## src/cpg_pkg.sv

```systemverilog
// constants, register map and field layout of the complementary pwm group
package cpg_pkg;

  // ==================================================
  // register byte addresses
  localparam logic [7:0] ADDR_ENABLE    = 8'h00;
  localparam logic [7:0] ADDR_CONTROL   = 8'h04;
  localparam logic [7:0] ADDR_PERIOD_LO = 8'h08;
  localparam logic [7:0] ADDR_PERIOD_HI = 8'h0c;
  localparam logic [7:0] ADDR_DUTY_LO   = 8'h10;
  localparam logic [7:0] ADDR_DUTY_HI   = 8'h14;
  localparam logic [7:0] ADDR_DT_LO     = 8'h18;
  localparam logic [7:0] ADDR_DT_HI     = 8'h1c;

  // ==================================================
  // enable register fields
  localparam int EN_GROUP_BIT    = 0;
  localparam int EN_PRIMARY_BIT  = 1;
  localparam int EN_SECOND_BIT   = 2;
  localparam int EN_MODE_BIT     = 3;
  localparam int EN_FAULT_EN_BIT = 4;
  localparam int EN_FLT_SEC_BIT  = 5;
  localparam int EN_FLT_PRI_BIT  = 6;

  // ==================================================
  // control register fields
  localparam int CT_CLK_LSB      = 0;
  localparam int CT_POL_SEC_BIT  = 2;
  localparam int CT_POL_PRI_BIT  = 3;
  localparam int CT_FLT_POL_BIT  = 4;
  localparam int CT_FLT_STAT_BIT = 5;
  localparam int CT_IRQ_FLAG_BIT = 6;
  localparam int CT_IRQ_EN_BIT   = 7;

  // ==================================================
  // reset values and counts
  localparam logic [7:0]  RESET_BYTE   = 8'h00;
  localparam logic [11:0] RESET_VALUE  = 12'h000;
  localparam logic [11:0] COUNT_START  = 12'h001;
  localparam logic [6:0]  DIV1_LAST    = 7'h00;
  localparam logic [6:0]  DIV8_LAST    = 7'h07;
  localparam logic [6:0]  DIV32_LAST   = 7'h1f;
  localparam logic [6:0]  DIV128_LAST  = 7'h7f;

  // ==================================================
  // bus answers
  localparam logic [1:0] RESP_OKAY   = 2'h0;
  localparam logic [1:0] RESP_SLVERR = 2'h2;

endpackage : cpg_pkg

```

## src/cpg_top.sv

```systemverilog
// complementary pwm group with axi4-lite register access
`timescale 1ns/100ps
module cpg_top
  import cpg_pkg::*;
(
  input  wire logic        clk_sys,
  input  wire logic        reset_n,
  input  wire logic [31:0] s_axi_awaddr,
  input  wire logic        s_axi_awvalid,
  output logic             s_axi_awready,
  input  wire logic [31:0] s_axi_wdata,
  input  wire logic [3:0]  s_axi_wstrb,
  input  wire logic        s_axi_wvalid,
  output logic             s_axi_wready,
  output logic [1:0]       s_axi_bresp,
  output logic             s_axi_bvalid,
  input  wire logic        s_axi_bready,
  input  wire logic [31:0] s_axi_araddr,
  input  wire logic        s_axi_arvalid,
  output logic             s_axi_arready,
  output logic [31:0]      s_axi_rdata,
  output logic [1:0]       s_axi_rresp,
  output logic             s_axi_rvalid,
  input  wire logic        s_axi_rready,
  input  wire logic        fault_input_pin,
  output logic             primary_output,
  output logic             secondary_output,
  output logic             primary_drive,
  output logic             secondary_drive,
  output logic             overflow_irq_request
);

  // ==================================================
  // bus handshake state
  logic        aw_full;
  logic        w_full;
  logic [7:0]  aw_addr;
  logic        aw_high_zero;
  logic [7:0]  w_byte;
  logic        w_lane0;
  logic        aw_take;
  logic        w_take;
  logic        b_done;
  logic        wr_fire;
  logic        ar_take;
  logic        next_aw_full;
  logic        next_w_full;
  logic        next_rvalid;

  assign aw_take      = s_axi_awvalid & s_axi_awready;
  assign w_take       = s_axi_wvalid & s_axi_wready;
  assign b_done       = s_axi_bvalid & s_axi_bready;
  assign wr_fire      = aw_full & w_full & ~s_axi_bvalid;
  assign ar_take      = s_axi_arvalid & s_axi_arready;
  assign next_aw_full = ~b_done & (aw_full | aw_take);
  assign next_w_full  = ~b_done & (w_full | w_take);
  assign next_rvalid  = ar_take | (s_axi_rvalid & ~s_axi_rready);

  always_ff @(posedge clk_sys or negedge reset_n) begin
    if (!reset_n) begin
      aw_full       <= 1'b0;
      w_full        <= 1'b0;
      s_axi_awready <= 1'b0;
      s_axi_wready  <= 1'b0;
      s_axi_arready <= 1'b0;
      s_axi_rvalid  <= 1'b0;
    end else begin
      aw_full       <= next_aw_full;
      w_full        <= next_w_full;
      s_axi_awready <= ~next_aw_full;
      s_axi_wready  <= ~next_w_full;
      s_axi_arready <= ~next_rvalid;
      s_axi_rvalid  <= next_rvalid;
    end
  end

  always_ff @(posedge clk_sys or negedge reset_n) begin
    if (!reset_n) begin
      aw_addr      <= RESET_BYTE;
      aw_high_zero <= 1'b0;
      w_byte       <= RESET_BYTE;
      w_lane0      <= 1'b0;
    end else begin
      if (aw_take) begin
        aw_addr      <= s_axi_awaddr[7:0];
        aw_high_zero <= (s_axi_awaddr[31:8] == 24'h000000);
      end
      if (w_take) begin
        w_byte  <= s_axi_wdata[7:0];
        w_lane0 <= s_axi_wstrb[0];
      end
    end
  end

  // ==================================================
  // write decode: only byte lane 0 carries register data
  logic wr_ok;
  logic wr_hit;
  logic wr_enable;
  logic wr_control;
  logic wr_per_lo;
  logic wr_per_hi;
  logic wr_duty_lo;
  logic wr_duty_hi;
  logic wr_dt_lo;
  logic wr_dt_hi;

  assign wr_ok      = wr_fire & aw_high_zero & w_lane0;
  assign wr_enable  = wr_ok & (aw_addr == ADDR_ENABLE);
  assign wr_control = wr_ok & (aw_addr == ADDR_CONTROL);
  assign wr_per_lo  = wr_ok & (aw_addr == ADDR_PERIOD_LO);
  assign wr_per_hi  = wr_ok & (aw_addr == ADDR_PERIOD_HI);
  assign wr_duty_lo = wr_ok & (aw_addr == ADDR_DUTY_LO);
  assign wr_duty_hi = wr_ok & (aw_addr == ADDR_DUTY_HI);
  assign wr_dt_lo   = wr_ok & (aw_addr == ADDR_DT_LO);
  assign wr_dt_hi   = wr_ok & (aw_addr == ADDR_DT_HI);
  assign wr_hit     = aw_high_zero & (aw_addr[1:0] == 2'h0) & (aw_addr <= ADDR_DT_HI);

  always_ff @(posedge clk_sys or negedge reset_n) begin
    if (!reset_n) begin
      s_axi_bvalid <= 1'b0;
      s_axi_bresp  <= RESP_OKAY;
    end else begin
      s_axi_bvalid <= wr_fire | (s_axi_bvalid & ~s_axi_bready);
      if (wr_fire) begin
        s_axi_bresp <= wr_hit ? RESP_OKAY : RESP_SLVERR;
      end
    end
  end

  // ==================================================
  // configuration registers
  logic       group_enable_bit;
  logic       primary_output_enable;
  logic       secondary_output_enable;
  logic       pairing_mode_select;
  logic       fault_detect_enable;
  logic [1:0] fault_level_select;
  logic       overflow_irq_enable;
  logic       overflow_irq_flag;
  logic       fault_status;
  logic       fault_pin_polarity;
  logic [1:0] output_polarity_select;
  logic [1:0] clock_divider_select;
  logic [7:0] period_low_byte;
  logic [3:0] period_high_nibble;
  logic [7:0] duty_low_byte;
  logic [3:0] duty_high_nibble;
  logic [7:0] deadtime_low_byte;
  logic [3:0] deadtime_high_nibble;
  logic       group_start;
  logic       overflow;
  logic       fault_hit;

  // a start only counts when the group was off; rewriting 1 does not recount
  assign group_start = wr_enable & w_byte[EN_GROUP_BIT] & ~group_enable_bit;

  always_ff @(posedge clk_sys or negedge reset_n) begin
    if (!reset_n) begin
      group_enable_bit        <= 1'b0;
      primary_output_enable   <= 1'b0;
      secondary_output_enable <= 1'b0;
      pairing_mode_select     <= 1'b0;
      fault_detect_enable     <= 1'b0;
      fault_level_select      <= 2'h0;
    end else if (wr_enable) begin
      group_enable_bit        <= w_byte[EN_GROUP_BIT];
      primary_output_enable   <= w_byte[EN_PRIMARY_BIT];
      secondary_output_enable <= w_byte[EN_SECOND_BIT];
      pairing_mode_select     <= w_byte[EN_MODE_BIT];
      fault_detect_enable     <= w_byte[EN_FAULT_EN_BIT];
      fault_level_select      <= w_byte[EN_FLT_PRI_BIT:EN_FLT_SEC_BIT];
    end
  end

  // flags: hardware set wins over a software clear in the same cycle
  always_ff @(posedge clk_sys or negedge reset_n) begin
    if (!reset_n) begin
      overflow_irq_enable    <= 1'b0;
      overflow_irq_flag      <= 1'b0;
      fault_status           <= 1'b0;
      fault_pin_polarity     <= 1'b0;
      output_polarity_select <= 2'h0;
      clock_divider_select   <= 2'h0;
    end else begin
      if (wr_control) begin
        overflow_irq_enable    <= w_byte[CT_IRQ_EN_BIT];
        fault_pin_polarity     <= w_byte[CT_FLT_POL_BIT];
        output_polarity_select <= w_byte[CT_POL_PRI_BIT:CT_POL_SEC_BIT];
        clock_divider_select   <= w_byte[CT_CLK_LSB+1:CT_CLK_LSB];
      end
      overflow_irq_flag <= overflow | (overflow_irq_flag &
                           ~(wr_control & ~w_byte[CT_IRQ_FLAG_BIT]));
      fault_status      <= fault_hit | (fault_status &
                           ~(wr_control & ~w_byte[CT_FLT_STAT_BIT]));
    end
  end

  // ==================================================
  // value registers, shadows and active copies
  logic [11:0] period_shadow;
  logic [11:0] duty_shadow;
  logic [11:0] deadtime_shadow;
  logic [11:0] period_active;
  logic [11:0] duty_active;
  logic [11:0] deadtime_active;
  logic        load_active;

  assign load_active = overflow | group_start;

  always_ff @(posedge clk_sys or negedge reset_n) begin
    if (!reset_n) begin
      period_low_byte      <= RESET_BYTE;
      period_high_nibble   <= 4'h0;
      duty_low_byte        <= RESET_BYTE;
      duty_high_nibble     <= 4'h0;
      deadtime_low_byte    <= RESET_BYTE;
      deadtime_high_nibble <= 4'h0;
      period_shadow        <= RESET_VALUE;
      duty_shadow          <= RESET_VALUE;
      deadtime_shadow      <= RESET_VALUE;
    end else begin
      if (wr_per_hi) period_high_nibble <= w_byte[3:0];
      if (wr_duty_hi) duty_high_nibble <= w_byte[3:0];
      if (wr_dt_hi) deadtime_high_nibble <= w_byte[3:0];
      if (wr_per_lo) begin
        period_low_byte <= w_byte;
        period_shadow   <= {period_high_nibble, w_byte};
      end
      if (wr_duty_lo) begin
        duty_low_byte <= w_byte;
        duty_shadow   <= {duty_high_nibble, w_byte};
      end
      if (wr_dt_lo) begin
        deadtime_low_byte <= w_byte;
        deadtime_shadow   <= {deadtime_high_nibble, w_byte};
      end
    end
  end

  always_ff @(posedge clk_sys or negedge reset_n) begin
    if (!reset_n) begin
      period_active   <= RESET_VALUE;
      duty_active     <= RESET_VALUE;
      deadtime_active <= RESET_VALUE;
    end else if (load_active) begin
      period_active   <= period_shadow;
      duty_active     <= duty_shadow;
      deadtime_active <= deadtime_shadow;
    end
  end

  // ==================================================
  // period counter
  logic        tick;
  logic [11:0] count;
  logic [11:0] next_count;

  cpg_prescaler cpg_prescaler_inst (
    .clk_sys              (clk_sys),
    .reset_n              (reset_n),
    .restart              (group_start),
    .clock_divider_select (clock_divider_select),
    .tick                 (tick)
  );

  // counts regardless of output enables, so the group doubles as a timer
  assign overflow   = group_enable_bit & tick & (count >= period_active);
  assign next_count = (group_start | overflow) ? COUNT_START :
                      (group_enable_bit & tick) ? count + 12'h001 : count;

  always_ff @(posedge clk_sys or negedge reset_n) begin
    if (!reset_n) begin
      count <= RESET_VALUE;
    end else begin
      count <= next_count;
    end
  end

  // ==================================================
  // fault pin: three stages, a change counts when stages two and three agree
  logic [2:0] fault_sync;
  logic       fault_level;

  always_ff @(posedge clk_sys or negedge reset_n) begin
    if (!reset_n) begin
      fault_sync  <= 3'h0;
      fault_level <= 1'b0;
    end else begin
      fault_sync <= {fault_sync[1:0], fault_input_pin};
      if (fault_sync[1] == fault_sync[2]) fault_level <= fault_sync[2];
    end
  end

  assign fault_hit = fault_detect_enable & (fault_level == fault_pin_polarity);

  // ==================================================
  // waveform
  logic [12:0] duty_plus_dead;
  logic        comp_primary;
  logic        comp_secondary;
  logic        primary_active;
  logic        secondary_active;
  logic        next_primary_drive;
  logic        next_secondary_drive;
  logic        next_primary_output;
  logic        next_secondary_output;

  assign duty_plus_dead   = {1'b0, duty_active} + {1'b0, deadtime_active};
  // dead time is cut from the start of each active portion, so both edges see it
  assign comp_primary     = (count > deadtime_active) & (count <= duty_active);
  assign comp_secondary   = ({1'b0, count} > duty_plus_dead);
  assign primary_active   = pairing_mode_select ? (count <= duty_active) : comp_primary;
  assign secondary_active = pairing_mode_select ? (count <= deadtime_active) :
                            comp_secondary;
  assign next_primary_drive   = group_enable_bit & primary_output_enable;
  assign next_secondary_drive = group_enable_bit & secondary_output_enable;
  // an undriven pin rests at its inactive level
  assign next_primary_output   = ~next_primary_drive ? output_polarity_select[1] :
                                 fault_status ? fault_level_select[1] :
                                 (primary_active ^ output_polarity_select[1]);
  assign next_secondary_output = ~next_secondary_drive ? output_polarity_select[0] :
                                 fault_status ? fault_level_select[0] :
                                 (secondary_active ^ output_polarity_select[0]);

  always_ff @(posedge clk_sys or negedge reset_n) begin
    if (!reset_n) begin
      primary_drive        <= 1'b0;
      secondary_drive      <= 1'b0;
      primary_output       <= 1'b0;
      secondary_output     <= 1'b0;
      overflow_irq_request <= 1'b0;
    end else begin
      primary_drive        <= next_primary_drive;
      secondary_drive      <= next_secondary_drive;
      primary_output       <= next_primary_output;
      secondary_output     <= next_secondary_output;
      overflow_irq_request <= overflow_irq_flag & overflow_irq_enable;
    end
  end

  // ==================================================
  // read path
  logic [7:0] enable_view;
  logic [7:0] control_view;
  logic [7:0] read_byte;
  logic       rd_hit;

  assign enable_view  = {1'b0, fault_level_select, fault_detect_enable, pairing_mode_select,
                         secondary_output_enable, primary_output_enable, group_enable_bit};
  assign control_view = {overflow_irq_enable, overflow_irq_flag, fault_status,
                         fault_pin_polarity, output_polarity_select, clock_divider_select};
  assign rd_hit    = (s_axi_araddr[31:8] == 24'h000000) & (s_axi_araddr[1:0] == 2'h0) &
                     (s_axi_araddr[7:0] <= ADDR_DT_HI);
  assign read_byte = (s_axi_araddr[7:0] == ADDR_ENABLE)    ? enable_view :
                     (s_axi_araddr[7:0] == ADDR_CONTROL)   ? control_view :
                     (s_axi_araddr[7:0] == ADDR_PERIOD_LO) ? period_low_byte :
                     (s_axi_araddr[7:0] == ADDR_PERIOD_HI) ? {4'h0, period_high_nibble} :
                     (s_axi_araddr[7:0] == ADDR_DUTY_LO)   ? duty_low_byte :
                     (s_axi_araddr[7:0] == ADDR_DUTY_HI)   ? {4'h0, duty_high_nibble} :
                     (s_axi_araddr[7:0] == ADDR_DT_LO)     ? deadtime_low_byte :
                     (s_axi_araddr[7:0] == ADDR_DT_HI)     ? {4'h0, deadtime_high_nibble} :
                     8'h00;

  always_ff @(posedge clk_sys or negedge reset_n) begin
    if (!reset_n) begin
      s_axi_rdata <= 32'h00000000;
      s_axi_rresp <= RESP_OKAY;
    end else if (ar_take) begin
      s_axi_rdata <= {24'h000000, rd_hit ? read_byte : 8'h00};
      s_axi_rresp <= rd_hit ? RESP_OKAY : RESP_SLVERR;
    end
  end
endmodule : cpg_top

```

## src/cpg_prescaler.sv

```systemverilog
// counting-clock tick generator for the pwm group
`timescale 1ns/100ps
module cpg_prescaler
  import cpg_pkg::*;
(
  input  wire logic       clk_sys,
  input  wire logic       reset_n,
  input  wire logic       restart,
  input  wire logic [1:0] clock_divider_select,
  output logic            tick
);

  logic [6:0] div_count;
  logic [6:0] next_div_count;
  logic [6:0] div_last;

  // ==================================================
  // divider selection
  assign div_last = (clock_divider_select == 2'h0) ? DIV1_LAST :
                    (clock_divider_select == 2'h1) ? DIV8_LAST :
                    (clock_divider_select == 2'h2) ? DIV32_LAST : DIV128_LAST;
  // >= so a smaller divider picked mid-count still ticks at once
  assign tick = (div_count >= div_last);
  assign next_div_count = (restart | tick) ? 7'h00 : div_count + 7'h01;

  always_ff @(posedge clk_sys or negedge reset_n) begin
    if (!reset_n) begin
      div_count <= 7'h00;
    end else begin
      div_count <= next_div_count;
    end
  end

endmodule : cpg_prescaler

```

## config.mk

```make
export PLATFORM = sky130hd
export DESIGN_NAME = cpg_top
export DESIGN_NICKNAME = d
export VERILOG_FILES = /design/src/cpg_pkg.sv /design/src/cpg_top.sv /design/src/cpg_prescaler.sv
export SDC_FILE = /design/constraint.sdc
export NUM_CORES = 1
export LEC_CHECK = 0
export BUFFER_PORTS_ARGS = -buffer_cell sky130_fd_sc_hd__buf_4
export CAP_MARGIN = 10
export CORE_UTILIZATION = 45
export CTS_CLUSTER_DIAMETER = 80
export DETAILED_ROUTE_END_ITERATION = 10
export PLACE_DENSITY = 0.67
export SLEW_MARGIN = 20
export SYNTH_ARGS = -nofsm -noshare
export SYNTH_HDL_FRONTEND = slang
export SYNTH_SLANG_ARGS = --single-unit
```

## constraint.sdc

```tcl
create_clock -name clk_sys -period 3.9 [get_ports clk_sys]
set_input_delay 0.39 -clock clk_sys [delete_from_list [all_inputs] [get_ports clk_sys]]
set_output_delay 0.39 -clock clk_sys [all_outputs]
set_load 0.01 [all_outputs]
```

Word level (Yosys, flattened, before mapping)
Cells that the tools add are included.
{"block": "totals", "regBits": 188, "inputBits": 108, "wordCells": 166, "out_inout_bits": 46}
{"block": "op_classes", "reduce_logical": 8, "magnitude_cmp": 8, "n_addsub": 3, "bitwise": 59, "n_mux": 23, "n_eq_ne": 18}
{"op": "$eq A8 B5 Y1 const B", "count": 8}
{"op": "$mux W8", "count": 8}
{"op": "$logic_not A24 Y1", "count": 2}
{"op": "$and A1 B1 Y1", "count": 37}
{"op": "$eq A8 B4 Y1 const B", "count": 4}
{"op": "$mux W7", "count": 4}
{"op": "$le A12 B12 Y1", "count": 2}
{"op": "$mux W12", "count": 2}
{"op": "$eq A8 B3 Y1 const B", "count": 2}
{"op": "$le A8 B5 Y1 const B", "count": 2}
{"op": "$logic_not A8 Y1", "count": 2}
{"op": "$add A12 B12 Y13", "count": 1}
{"op": "$gt A12 B13 Y1", "count": 1}
{"op": "$add A12 B1 Y12 const B", "count": 1}
{"op": "$ge A12 B12 Y1", "count": 1}
{"op": "$gt A12 B12 Y1", "count": 1}
{"op": "$not A1 Y1", "count": 12}
{"op": "$or A1 B1 Y1", "count": 8}
{"op": "$add A7 B1 Y7 const B", "count": 1}
{"op": "$ge A7 B7 Y1", "count": 1}
{"op": "$logic_not A2 Y1", "count": 3}
{"op": "$mux W1", "count": 6}
{"op": "$mux W2", "count": 2}
{"op": "$mux W4", "count": 1}
{"op": "5 further kinds", "count": 7}

Depth between registers and ports, before layout
Gate-level depths: netlist of run 1.
{"block": "logic_depth", "word_depth": 10, "depth_mapped": 16}

Cells and area by module
From an unflattened synthesis of run 1, not the netlist that was laid out.
{"block": "unflattened", "hier_cells": 797, "area_unflattened_um2": 8991.1}
{"module": "cpg_top", "cells_each": 750, "n_inst": 1, "area_per_inst_um2": 8539.4, "seq_area_each_um2": 3878.7}
{"module": "cpg_prescaler", "cells_each": 47, "n_inst": 1, "area_per_inst_um2": 451.7, "seq_area_each_um2": 175.2}

Least setup slack after synthesis of run 1
OpenSTA, ideal clock, no wires.
{"block": "synth_timing", "kind": "reg-to-reg", "start": "register duty_active[0]", "end": "register secondary_output", "setup_ns": 0.079, "arrival_ns": 3.162, "required_ns": 3.821, "synth_period_minus_slack_ns": 3.242, "setup_slack_ns": 0.658, "path_stages_with_launch": 17, "n_path_buf": 0, "path_cell_list": "dfrtp_1 -> ha_1 -> inv_1 -> fa_1 -> nor2b_1 -> o31ai_1 -> a21oi_1 -> o21ai_0 -> a21oi_1 -> a2111oi_0 -> ha_1 -> nand3_1 -> nor2_1 -> a221o_1 -> a21oi_1 -> o2bb2ai_1 -> mux2i_1"}
{"block": "synth_via", "elab_chain_len": 6}
{"element": "from (decl)", "line": "cpg_top.sv:205", "source": "logic [11:0] duty_active;"}
{"element": "from (signal assigned)", "line": "cpg_top.sv:248", "source": "duty_active <= duty_shadow;"}
{"element": "$add A12 B12 Y13", "line": "cpg_top.sv:309", "source": "assign duty_plus_dead = {1'b0, duty_active} + {1'b0, deadtime_active};"}
{"element": "$gt A12 B13 Y1", "line": "cpg_top.sv:312", "source": "assign comp_secondary = ({1'b0, count} > duty_plus_dead);"}
{"element": "$mux W1", "line": "cpg_top.sv:314", "source": "assign secondary_active = pairing_mode_select ? (count <= deadtime_active) :"}
{"element": "$xor A1 B1 Y1", "line": "cpg_top.sv:324", "source": "(secondary_active ^ output_polarity_select[0]);"}
{"element": "$mux W1", "line": "cpg_top.sv:323", "source": "fault_status ? fault_level_select[0] :"}
{"element": "$mux W1", "line": "cpg_top.sv:322", "source": "assign next_secondary_output = ~next_secondary_drive ? output_polarity_select[0] :"}
{"element": "via next_secondary_output", "line": "cpg_top.sv:307", "source": "logic next_secondary_output;"}
{"element": "to (signal assigned)", "line": "cpg_top.sv:337", "source": "secondary_output <= next_secondary_output;"}
{"element": "to (decl)", "line": "cpg_top.sv:27", "source": "output logic secondary_output,"}
The timed path passes the listed nets, and every way through them passes these cells.
A chain may end at the register's enable or synchronous reset.

Worst setup path in the final report of run 1
{"block": "layout_timing", "start": "register deadtime_active[0]", "end": "register secondary_output"}
{"block": "layout_via", "elab_chain_len": 6}
{"element": "from (decl)", "line": "cpg_top.sv:206", "source": "logic [11:0] deadtime_active;"}
{"element": "from (signal assigned)", "line": "cpg_top.sv:249", "source": "deadtime_active <= deadtime_shadow;"}
{"element": "$add A12 B12 Y13", "line": "cpg_top.sv:309"}
{"element": "$gt A12 B13 Y1", "line": "cpg_top.sv:312"}
{"element": "$mux W1 *", "line": "cpg_top.sv:314"}
{"element": "$xor A1 B1 Y1 *", "line": "cpg_top.sv:324"}
{"element": "$mux W1 *", "line": "cpg_top.sv:323"}
{"element": "$mux W1 *", "line": "cpg_top.sv:322"}
{"element": "via next_secondary_output", "line": "cpg_top.sv:307"}
Mark *: on every way through the listed nets, which the timed path passes. The rest lies on a longest branch.

==> results of run 1 <==
layer usage:
layer	wire, um	vias to the layer above	global-route usage [%]
met5	0	-	0
met4	370	0	7.45
met3	788	27	4.10
met2	9510	155	34.6
met1	9870	3119	29.2
li1	-	3111	-
final timing paths:
path	start	end	depth (start not counted)	slack [ns]
setup reg to reg	deadtime_active[0]$_DFFE_PN0N_	secondary_output$_DFF_PN0_	17	0.31
hold / removal	reset_n	aw_full$_DFF_PN0_	1	0.05
min in group clk_sys	fault_input_pin	fault_sync[0]$_DFF_PN0_	1	0.05
setup / recovery	deadtime_active[0]$_DFFE_PN0N_	secondary_output$_DFF_PN0_	17	0.31
hold reg to reg	fault_sync[0]$_DFF_PN0_	fault_sync[1]$_DFF_PN0_	0	0.35
max in group asynchronous	reset_n	s_axi_rdata[7]$_DFFE_PN0P_	2	2.91
power by group through the flow:
stage          sequential, mW  combinational (mW)  clock [mW]
2_1_floorplan            1.95               0.238           0
3_3_place_gp             2.01               0.379           0
3_5_place_dp             2.02               0.387           0
4_1_cts                  1.99               0.388        1.67
5_1_grt                  2.01               0.421        1.73
6_report                 1.99               0.381        1.63
layout make-up:
cell class              instances  area (um2)
fillers                      1714        8940
multi-input cells             574        4580
flip-flops and latches        162        4050
repair buffers                107         810
clock buffers                  17         425
well taps                     265         332
inverters                      59         221
clock inverters                15         161
through the flow:
step                util [%]  instances
floorplan                  -        836
global placement        51.1       1167
detailed placement      51.1       1167
CTS                     54.1       1199
global route            54.2       1199
finish                  54.2       1199
critical path: stages (launching register included):
cell and delay (ns):
dfrtp_1 0.38, ha_1 0.18, inv_1 0.06, fa_1 0.40, nor2b_1 0.18, o31ai_1 0.09, buf_4 0.15, a21oi_2 0.16
o21ai_1 0.11, nor4bb_1 0.15, a2111oi_1 0.28, ha_1 0.31, nand3_1 0.11, nor2_1 0.07, a221o_1 0.32, a21oi_1 0.17
o2bb2ai_2 0.18, mux2i_1 0.21
synth_stat cells (2+ instances only):
cell | instances | area, um2
mux2_4 | 10 | 150
nor3_1 | 5 | 25.0
o31ai_1 | 4 | 30.0
a2111oi_0 | 2 | 17.5
dfrtp_1 | 162 | 4050
a211o_1 | 4 | 35.0
a211oi_1 | 3 | 22.5
buf_2 | 4 | 20.0
mux4_2 | 4 | 90.1
xnor2_1 | 5 | 43.8
nor2b_1 | 5 | 31.3
a32o_1 | 4 | 40.0
mux2_2 | 92 | 1040
a21o_1 | 9 | 67.6
nor2_1 | 37 | 139
o21ai_0 | 55 | 275
and2_1 | 5 | 31.3
mux2i_1 | 10 | 100
xor2_1 | 8 | 70.1
nand2b_1 | 10 | 62.6
nand4_1 | 12 | 75.1
o211ai_1 | 3 | 22.5
mux2_1 | 7 | 78.8
or2_2 | 2 | 12.5
nor4_1 | 15 | 93.8
a221o_1 | 3 | 30.0
ha_1 | 69 | 863
inv_1 | 59 | 221
o22ai_1 | 3 | 18.8
nor4bb_1 | 2 | 20.0
buf_4 | 26 | 195
clkbuf_1 | 9 | 33.8
o21a_1 | 7 | 52.6
and4_1 | 2 | 17.5
or3_1 | 6 | 37.5
nor3b_4 | 2 | 37.5
nand3b_1 | 2 | 15.0
nand3_1 | 14 | 70.1
nand2_1 | 59 | 221
or4_1 | 2 | 15.0
nand4b_1 | 2 | 17.5
and3_1 | 4 | 25.0
a21oi_1 | 30 | 150
state kept, by name, indices dropped and copies added (netlist names), 5 cells and up:
| name | cells |
|---|---|
| s_axi_rdata | 8 |
| cpg_prescaler_inst.div_count | 7 |
| w_byte | 8 |
| duty_shadow | 5 |
| deadtime_low_byte | 7 |
| deadtime_active | 12 |
| duty_active | 12 |
| period_low_byte | 7 |
| aw_addr | 8 |
| period_shadow | 5 |
| count | 12 |
| deadtime_shadow | 5 |
| duty_low_byte | 7 |
| period_active | 12 |
cells by family after synthesis:
kind of cell | count (synthesis)
other | 1
muxes | 123
and+or+nand+nor | 198
xor gates and xnor gates | 13
AOI/OAI and AO/OA | 143
buffers and inverters | 100
DFF | 162
adders and majority gates | 71
==> results.cfg, run 1 <==
[sta]
rsz0062_at_grt = no
fmax_ghz = 0.278
setup_violations = 0
hold_violations = 0
holdWs_ns = 0.0523
post-route-min-period_ns = 3.59
worst_slack_ns = 0.306
worst_slew_pin_slew_ns = 0.903
setup_tns_ns = 0
slew_viol_final = 0
clock-skew-final_ns = 0.0124
maxSlewHeadroom_pct = 39.8
fin_crit_sh_pct = 92.1

[clock_network]
hold_buffers = 0
cts_tree = yes
numCtsBuffers = 17
cts-root-buf = clkbuf_16
htree_levels = 4
clkTransAtPathRegs_ns = 0.07
cts_buffer_depth = 2
insertion_delay_ns = 0.44
cts_resized = 0
clock_sinks = 162
cts_setup_buffers = 0

[synthesis]
synthesis.area_um2 = 9010
ys_dominant_reg_cell = dfrtp_1
async_flop_share_pct = 100
synth_top_family_by_area = multiplexers
synthMuxAreaShare_pct = 16.1
ys_seq_area_share_pct = 45.0
synth-compound-area-share_pct = 10.0
ys_types = 76
synthAdderAreaFrac_pct = 9.91
synth_xor_area_share_pct = 1.26
synth_cells = 811
synth-edff-count = 0
yosysWarnings = 0
synthSimpleGateAreaFrac_pct = 12.1
synth-seq-cells = 162
syn_area_per_cell_um2 = 11.1

[final_layout]
n_antenna_cell = 0
area.growth.synth_to_final_pct = 17.4
final_common_cell = dfrtp_1
drive_gt1_share_pct = 28.4
final_area_um2 = 10600
final_cell_mix = dfrtp_1 (162), buf_4 (106), mux2_2 (92)
nets = 1099

[outcome]
status = finished clean

[pwr]
leakage_nw = 5.11
power.density_nw_per_um2 = 378
p_clk_share_pct = 40.8
seqPwrFrac_pct = 49.7
internal-power_mw = 2.86
pwr-share-comb_pct = 9.5
design_power_total_mw = 4.00
max-vdd-ir-drop_mv = 0.442
p_sw_mw = 1.14
switching_share_pct = 28.5

[hold_path]
hold_class = in2async

[placement]
globalplace.congestion = 0.927
pre_cts_ws_ns = 0.104
dp_hpwl_mm = 15.5
port_buffers = 100
placed_cell_area_um2 = 9980

[critical_path]
cp-end-kind = register
arrival_ns = 3.95
crit_type = reg2reg
start_kind = register
path_max_fanout = 3
cp.required_ns = 4.26

[routing]
wl_per_cell_um = 17.1
drt-pass1-iter-count = 4
via_count = 6412
drt-initial-drc-count = 373
viasPerCell = 5.35
drc = 0
wirelength_mm = 20.5
final_antenna_net_count = 0

[die]
die_y_um = 144
io-pin-count = 154
rows = 51
die_w_um = 144
core_um2 = 19500
fp.dieArea_um2 = 20600
initial_utilization_pct = 46.2

[global_route]
grt_pass1_wl_mm = 33.7
antenna_found_initial = 0
grt_max_degree = 115
grt_overflow = 0
grt_pass1_vias = 6430
grtUsageTotal_pct = 21.6

[job]
max-cap-violations = 0
(Power assumes the default switching activity.)
==> run 2: changes to the inputs <==
--- a/config.mk
+++ b/config.mk
@@ -5,12 +5,14 @@
 export SDC_FILE = /design/constraint.sdc
 export NUM_CORES = 1
 export LEC_CHECK = 0
+export ABC_AREA = 1
 export BUFFER_PORTS_ARGS = -buffer_cell sky130_fd_sc_hd__buf_4
 export CAP_MARGIN = 10
 export CORE_UTILIZATION = 45
 export CTS_CLUSTER_DIAMETER = 80
 export DETAILED_ROUTE_END_ITERATION = 10
 export PLACE_DENSITY = 0.67
+export SKIP_CTS_REPAIR_TIMING = 1
 export SLEW_MARGIN = 20
 export SYNTH_ARGS = -nofsm -noshare
 export SYNTH_HDL_FRONTEND = slang
==> run 2 against run 1 <==
The run now ends with negative hold slack left; register-to-register slack improved by 0.26 ns; sequential power decreased by 5%; sequential share of layout area up 0.51 points.
==> results.cfg, run 2 <==
[pwr]
max-vdd-ir-drop_mv = 0.359
leakage_nw = 5.29
design_power_total_mw = 4.15
seqPwrFrac_pct = 45.6
switching_share_pct = 28.8
internal-power_mw = 2.95
p_clk_share_pct = 40.9
pwr-share-comb_pct = 13.5
p_sw_mw = 1.19
power.density_nw_per_um2 = 397

[clock_network]
cts_buffer_depth = 2
cts_tree = yes
numCtsBuffers = 17
clkTransAtPathRegs_ns = 0.07
insertion_delay_ns = 0.43
cts-root-buf = clkbuf_16
htree_levels = 4
clock_sinks = 162

[critical_path]
cp.required_ns = 4.22
cp-end-kind = register
crit_type = reg2reg
path_max_fanout = 3
arrival_ns = 3.65
start_kind = register

[synthesis]
synth_top_area_cell = dfrtp_1
synthTopCellsByArea = dfrtp_1 (45%), nand2_1 (13%), ha_1 (9.6%), o21ai_0 (6.8%), inv_1 (4.7%)
yosysWarnings = 0
ys_seq_area_share_pct = 45.3
syn_area_per_cell_um2 = 8.30
synth-seq-cells = 162
synth.most_common_cell = nand2_1
synth-edff-count = 0
synthesis.area_um2 = 8950
synth_cells = 1078
async_flop_share_pct = 100
synth_common_cells = nand2_1 (298), dfrtp_1 (162), o21ai_0 (121)
synth.top_cell.area_share_pct = 45.3
ys_dominant_reg_cell = dfrtp_1
ys_types = 43

[sta]
maxSlewHeadroom_pct = 38.8
post-route-min-period_ns = 3.33
holdWs_ns = -0.0330
fmax_ghz = 0.300
clock-skew-final_ns = 0.0123
fin_crit_sh_pct = 85.5
worst_slew_pin_slew_ns = 0.916
rsz0062_at_grt = no
setup_violations = 0
slew_viol_final = 0
hold_violations = 21
setup_tns_ns = 0

[global_route]
grt_pass1_wl_mm = 34.8
grt_pass1_vias = 6899
grtUsageTotal_pct = 22.2
grt_overflow = 0
antenna_found_initial = 0
grt_max_degree = 81

[placement]
dp.cells = 1425
globalplace.congestion = 0.884
placed_cell_area_um2 = 9850
port_buffers = 100
dp_hpwl_mm = 16.1

[outcome]
violations = negative hold slack
status = finished with violations

[die]
core_um2 = 19500
die_y_um = 143
rows = 51
initial_utilization_pct = 46.0
die_w_um = 143
fp.dieArea_um2 = 20500
io-pin-count = 154

[routing]
via_count = 7394
wl_per_cell_um = 14.7
drc = 0
final_antenna_net_count = 0
viasPerCell = 5.07
drt-pass1-iter-count = 5
drt-initial-drc-count = 443
wirelength_mm = 21.4

[final_layout]
n_antenna_cell = 0
final_area_um2 = 10400
fin_cells = 1457
drive_gt1_share_pct = 13.3
multi_input_area_um2 = 4260
final_cell_mix = nand2_1 (298), dfrtp_1 (162), o21ai_0 (121)
area.growth.synth_to_final_pct = 16.7
final_common_cell = nand2_1
fillerInstances = 1855
nets = 1357
seqCellArea_um2 = 4050

[hold_path]
hold_class = in2async

[job]
max-cap-violations = 0
==> run 2: cell count changes after synthesis, moves of 12 or more <==
cell     delta
a21oi_1    +14
nand2_1   +239
nor2_1     +30
o21ai_0    +66
inv_1      +54
mux2_2     -82
nand4_1    +12
nand3_1    +18
==> run 2: logic make-up (layout without fill, tap and decap cells) <==
logic type,Yosys count,after routing,share of synthesized area [%]
and+or+nand+nor,466,466,22.3
AOI/OAI and AO/OA,188,188,11.0
DFF,162,162,45.3
buffers and inverters,160,249,8.17
adders and majority gates,71,71,9.98
xor gates and xnor gates,20,20,1.96
muxes,10,10,1.26
other,1,26,0.0419
==> run 2: power groups by stage <==
stage / Clock (mW) / Combinational [mW] / Sequential, mW
2_1_floorplan: 0 / 0.319 / 1.91
3_3_place_gp: 0 / 0.551 / 1.91
3_5_place_dp: 0 / 0.562 / 1.92
4_1_cts: 1.72 / 0.566 / 1.89
5_1_grt: 1.79 / 0.643 / 1.91
6_report: 1.70 / 0.560 / 1.89
==> run 2: final timing paths <==
path | startpoint | endpoint | slack [ns] | depth (start not counted)
worst max-delay path | deadtime_active[0]$_DFFE_PN0N_ | secondary_output$_DFF_PN0_ | 0.57 | 20
worst min-delay path | reset_n | fault_sync[1]$_DFF_PN0_ | -0.03 | 1
worst max register to register | deadtime_active[0]$_DFFE_PN0N_ | secondary_output$_DFF_PN0_ | 0.57 | 20
worst min register to register | fault_sync[0]$_DFF_PN0_ | fault_sync[1]$_DFF_PN0_ | 0.37 | 0
max in group asynchronous | reset_n | cpg_prescaler_inst.div_count[4]$_DFF_PN0_ | 2.97 | 2
min in group clk_sys | fault_input_pin | fault_sync[0]$_DFF_PN0_ | 0.06 | 1
==> run 2: cell type report <==
cell class | count | area share, %
Sequential cell | 162 | 38.8
Timing Repair Buffer | 103 | 7.44
Tap cell | 265 | 3.18
Clock buffer | 18 | 4.11
Inverter | 114 | 4.10
Multi-Input combinational cell | 781 | 40.8
Clock inverter | 14 | 1.58
==> run 2: metrics by stage <==
| stage | setup slack [ns] | util (%) | hold WS (ns) |
|---|---|---|---|
| 5_1_grt | 0.242 | 53.6 | 0.0183 |
| 3_3_place_gp | 0.744 | 50.6 | 0.350 |
| 2_1_floorplan | 1.18 | - | 0.0944 |
| 3_5_place_dp | 0.618 | 50.6 | 0.351 |
| 6_report | 0.566 | 53.6 | -0.0330 |
| 4_1_cts | 0.606 | 53.6 | -0.0102 |
==> run 2: worst max-delay path: stages (launching register included) <==
cell and delay (ns):
dfrtp_1 0.39, ha_1 0.21, inv_1 0.07, fa_1 0.40, o21ai_0 0.42, nand2_1 0.16
nand2_1 0.14, nand3_1 0.07, nand2_1 0.08, xor2_1 0.17, ha_1 0.27, nand3_1 0.11
nor2_1 0.06, nand2_1 0.06, nand3_1 0.07, nor2_1 0.11, nand2_1 0.15, nand3_1 0.11
nand3_1 0.07, nand2_1 0.06, nand2_1 0.04
==> run 2: routing by layer <==
metal / wire length [um] / vias to the layer above / global-route usage, %
met4: 357 / 0 / 6.96
met3: 890 / 25 / 3.89
met1: 10200 / 3475 / 31.0
met2: 9920 / 177 / 35.0
li1: - / 3717 / -
met5: 0 / - / 0
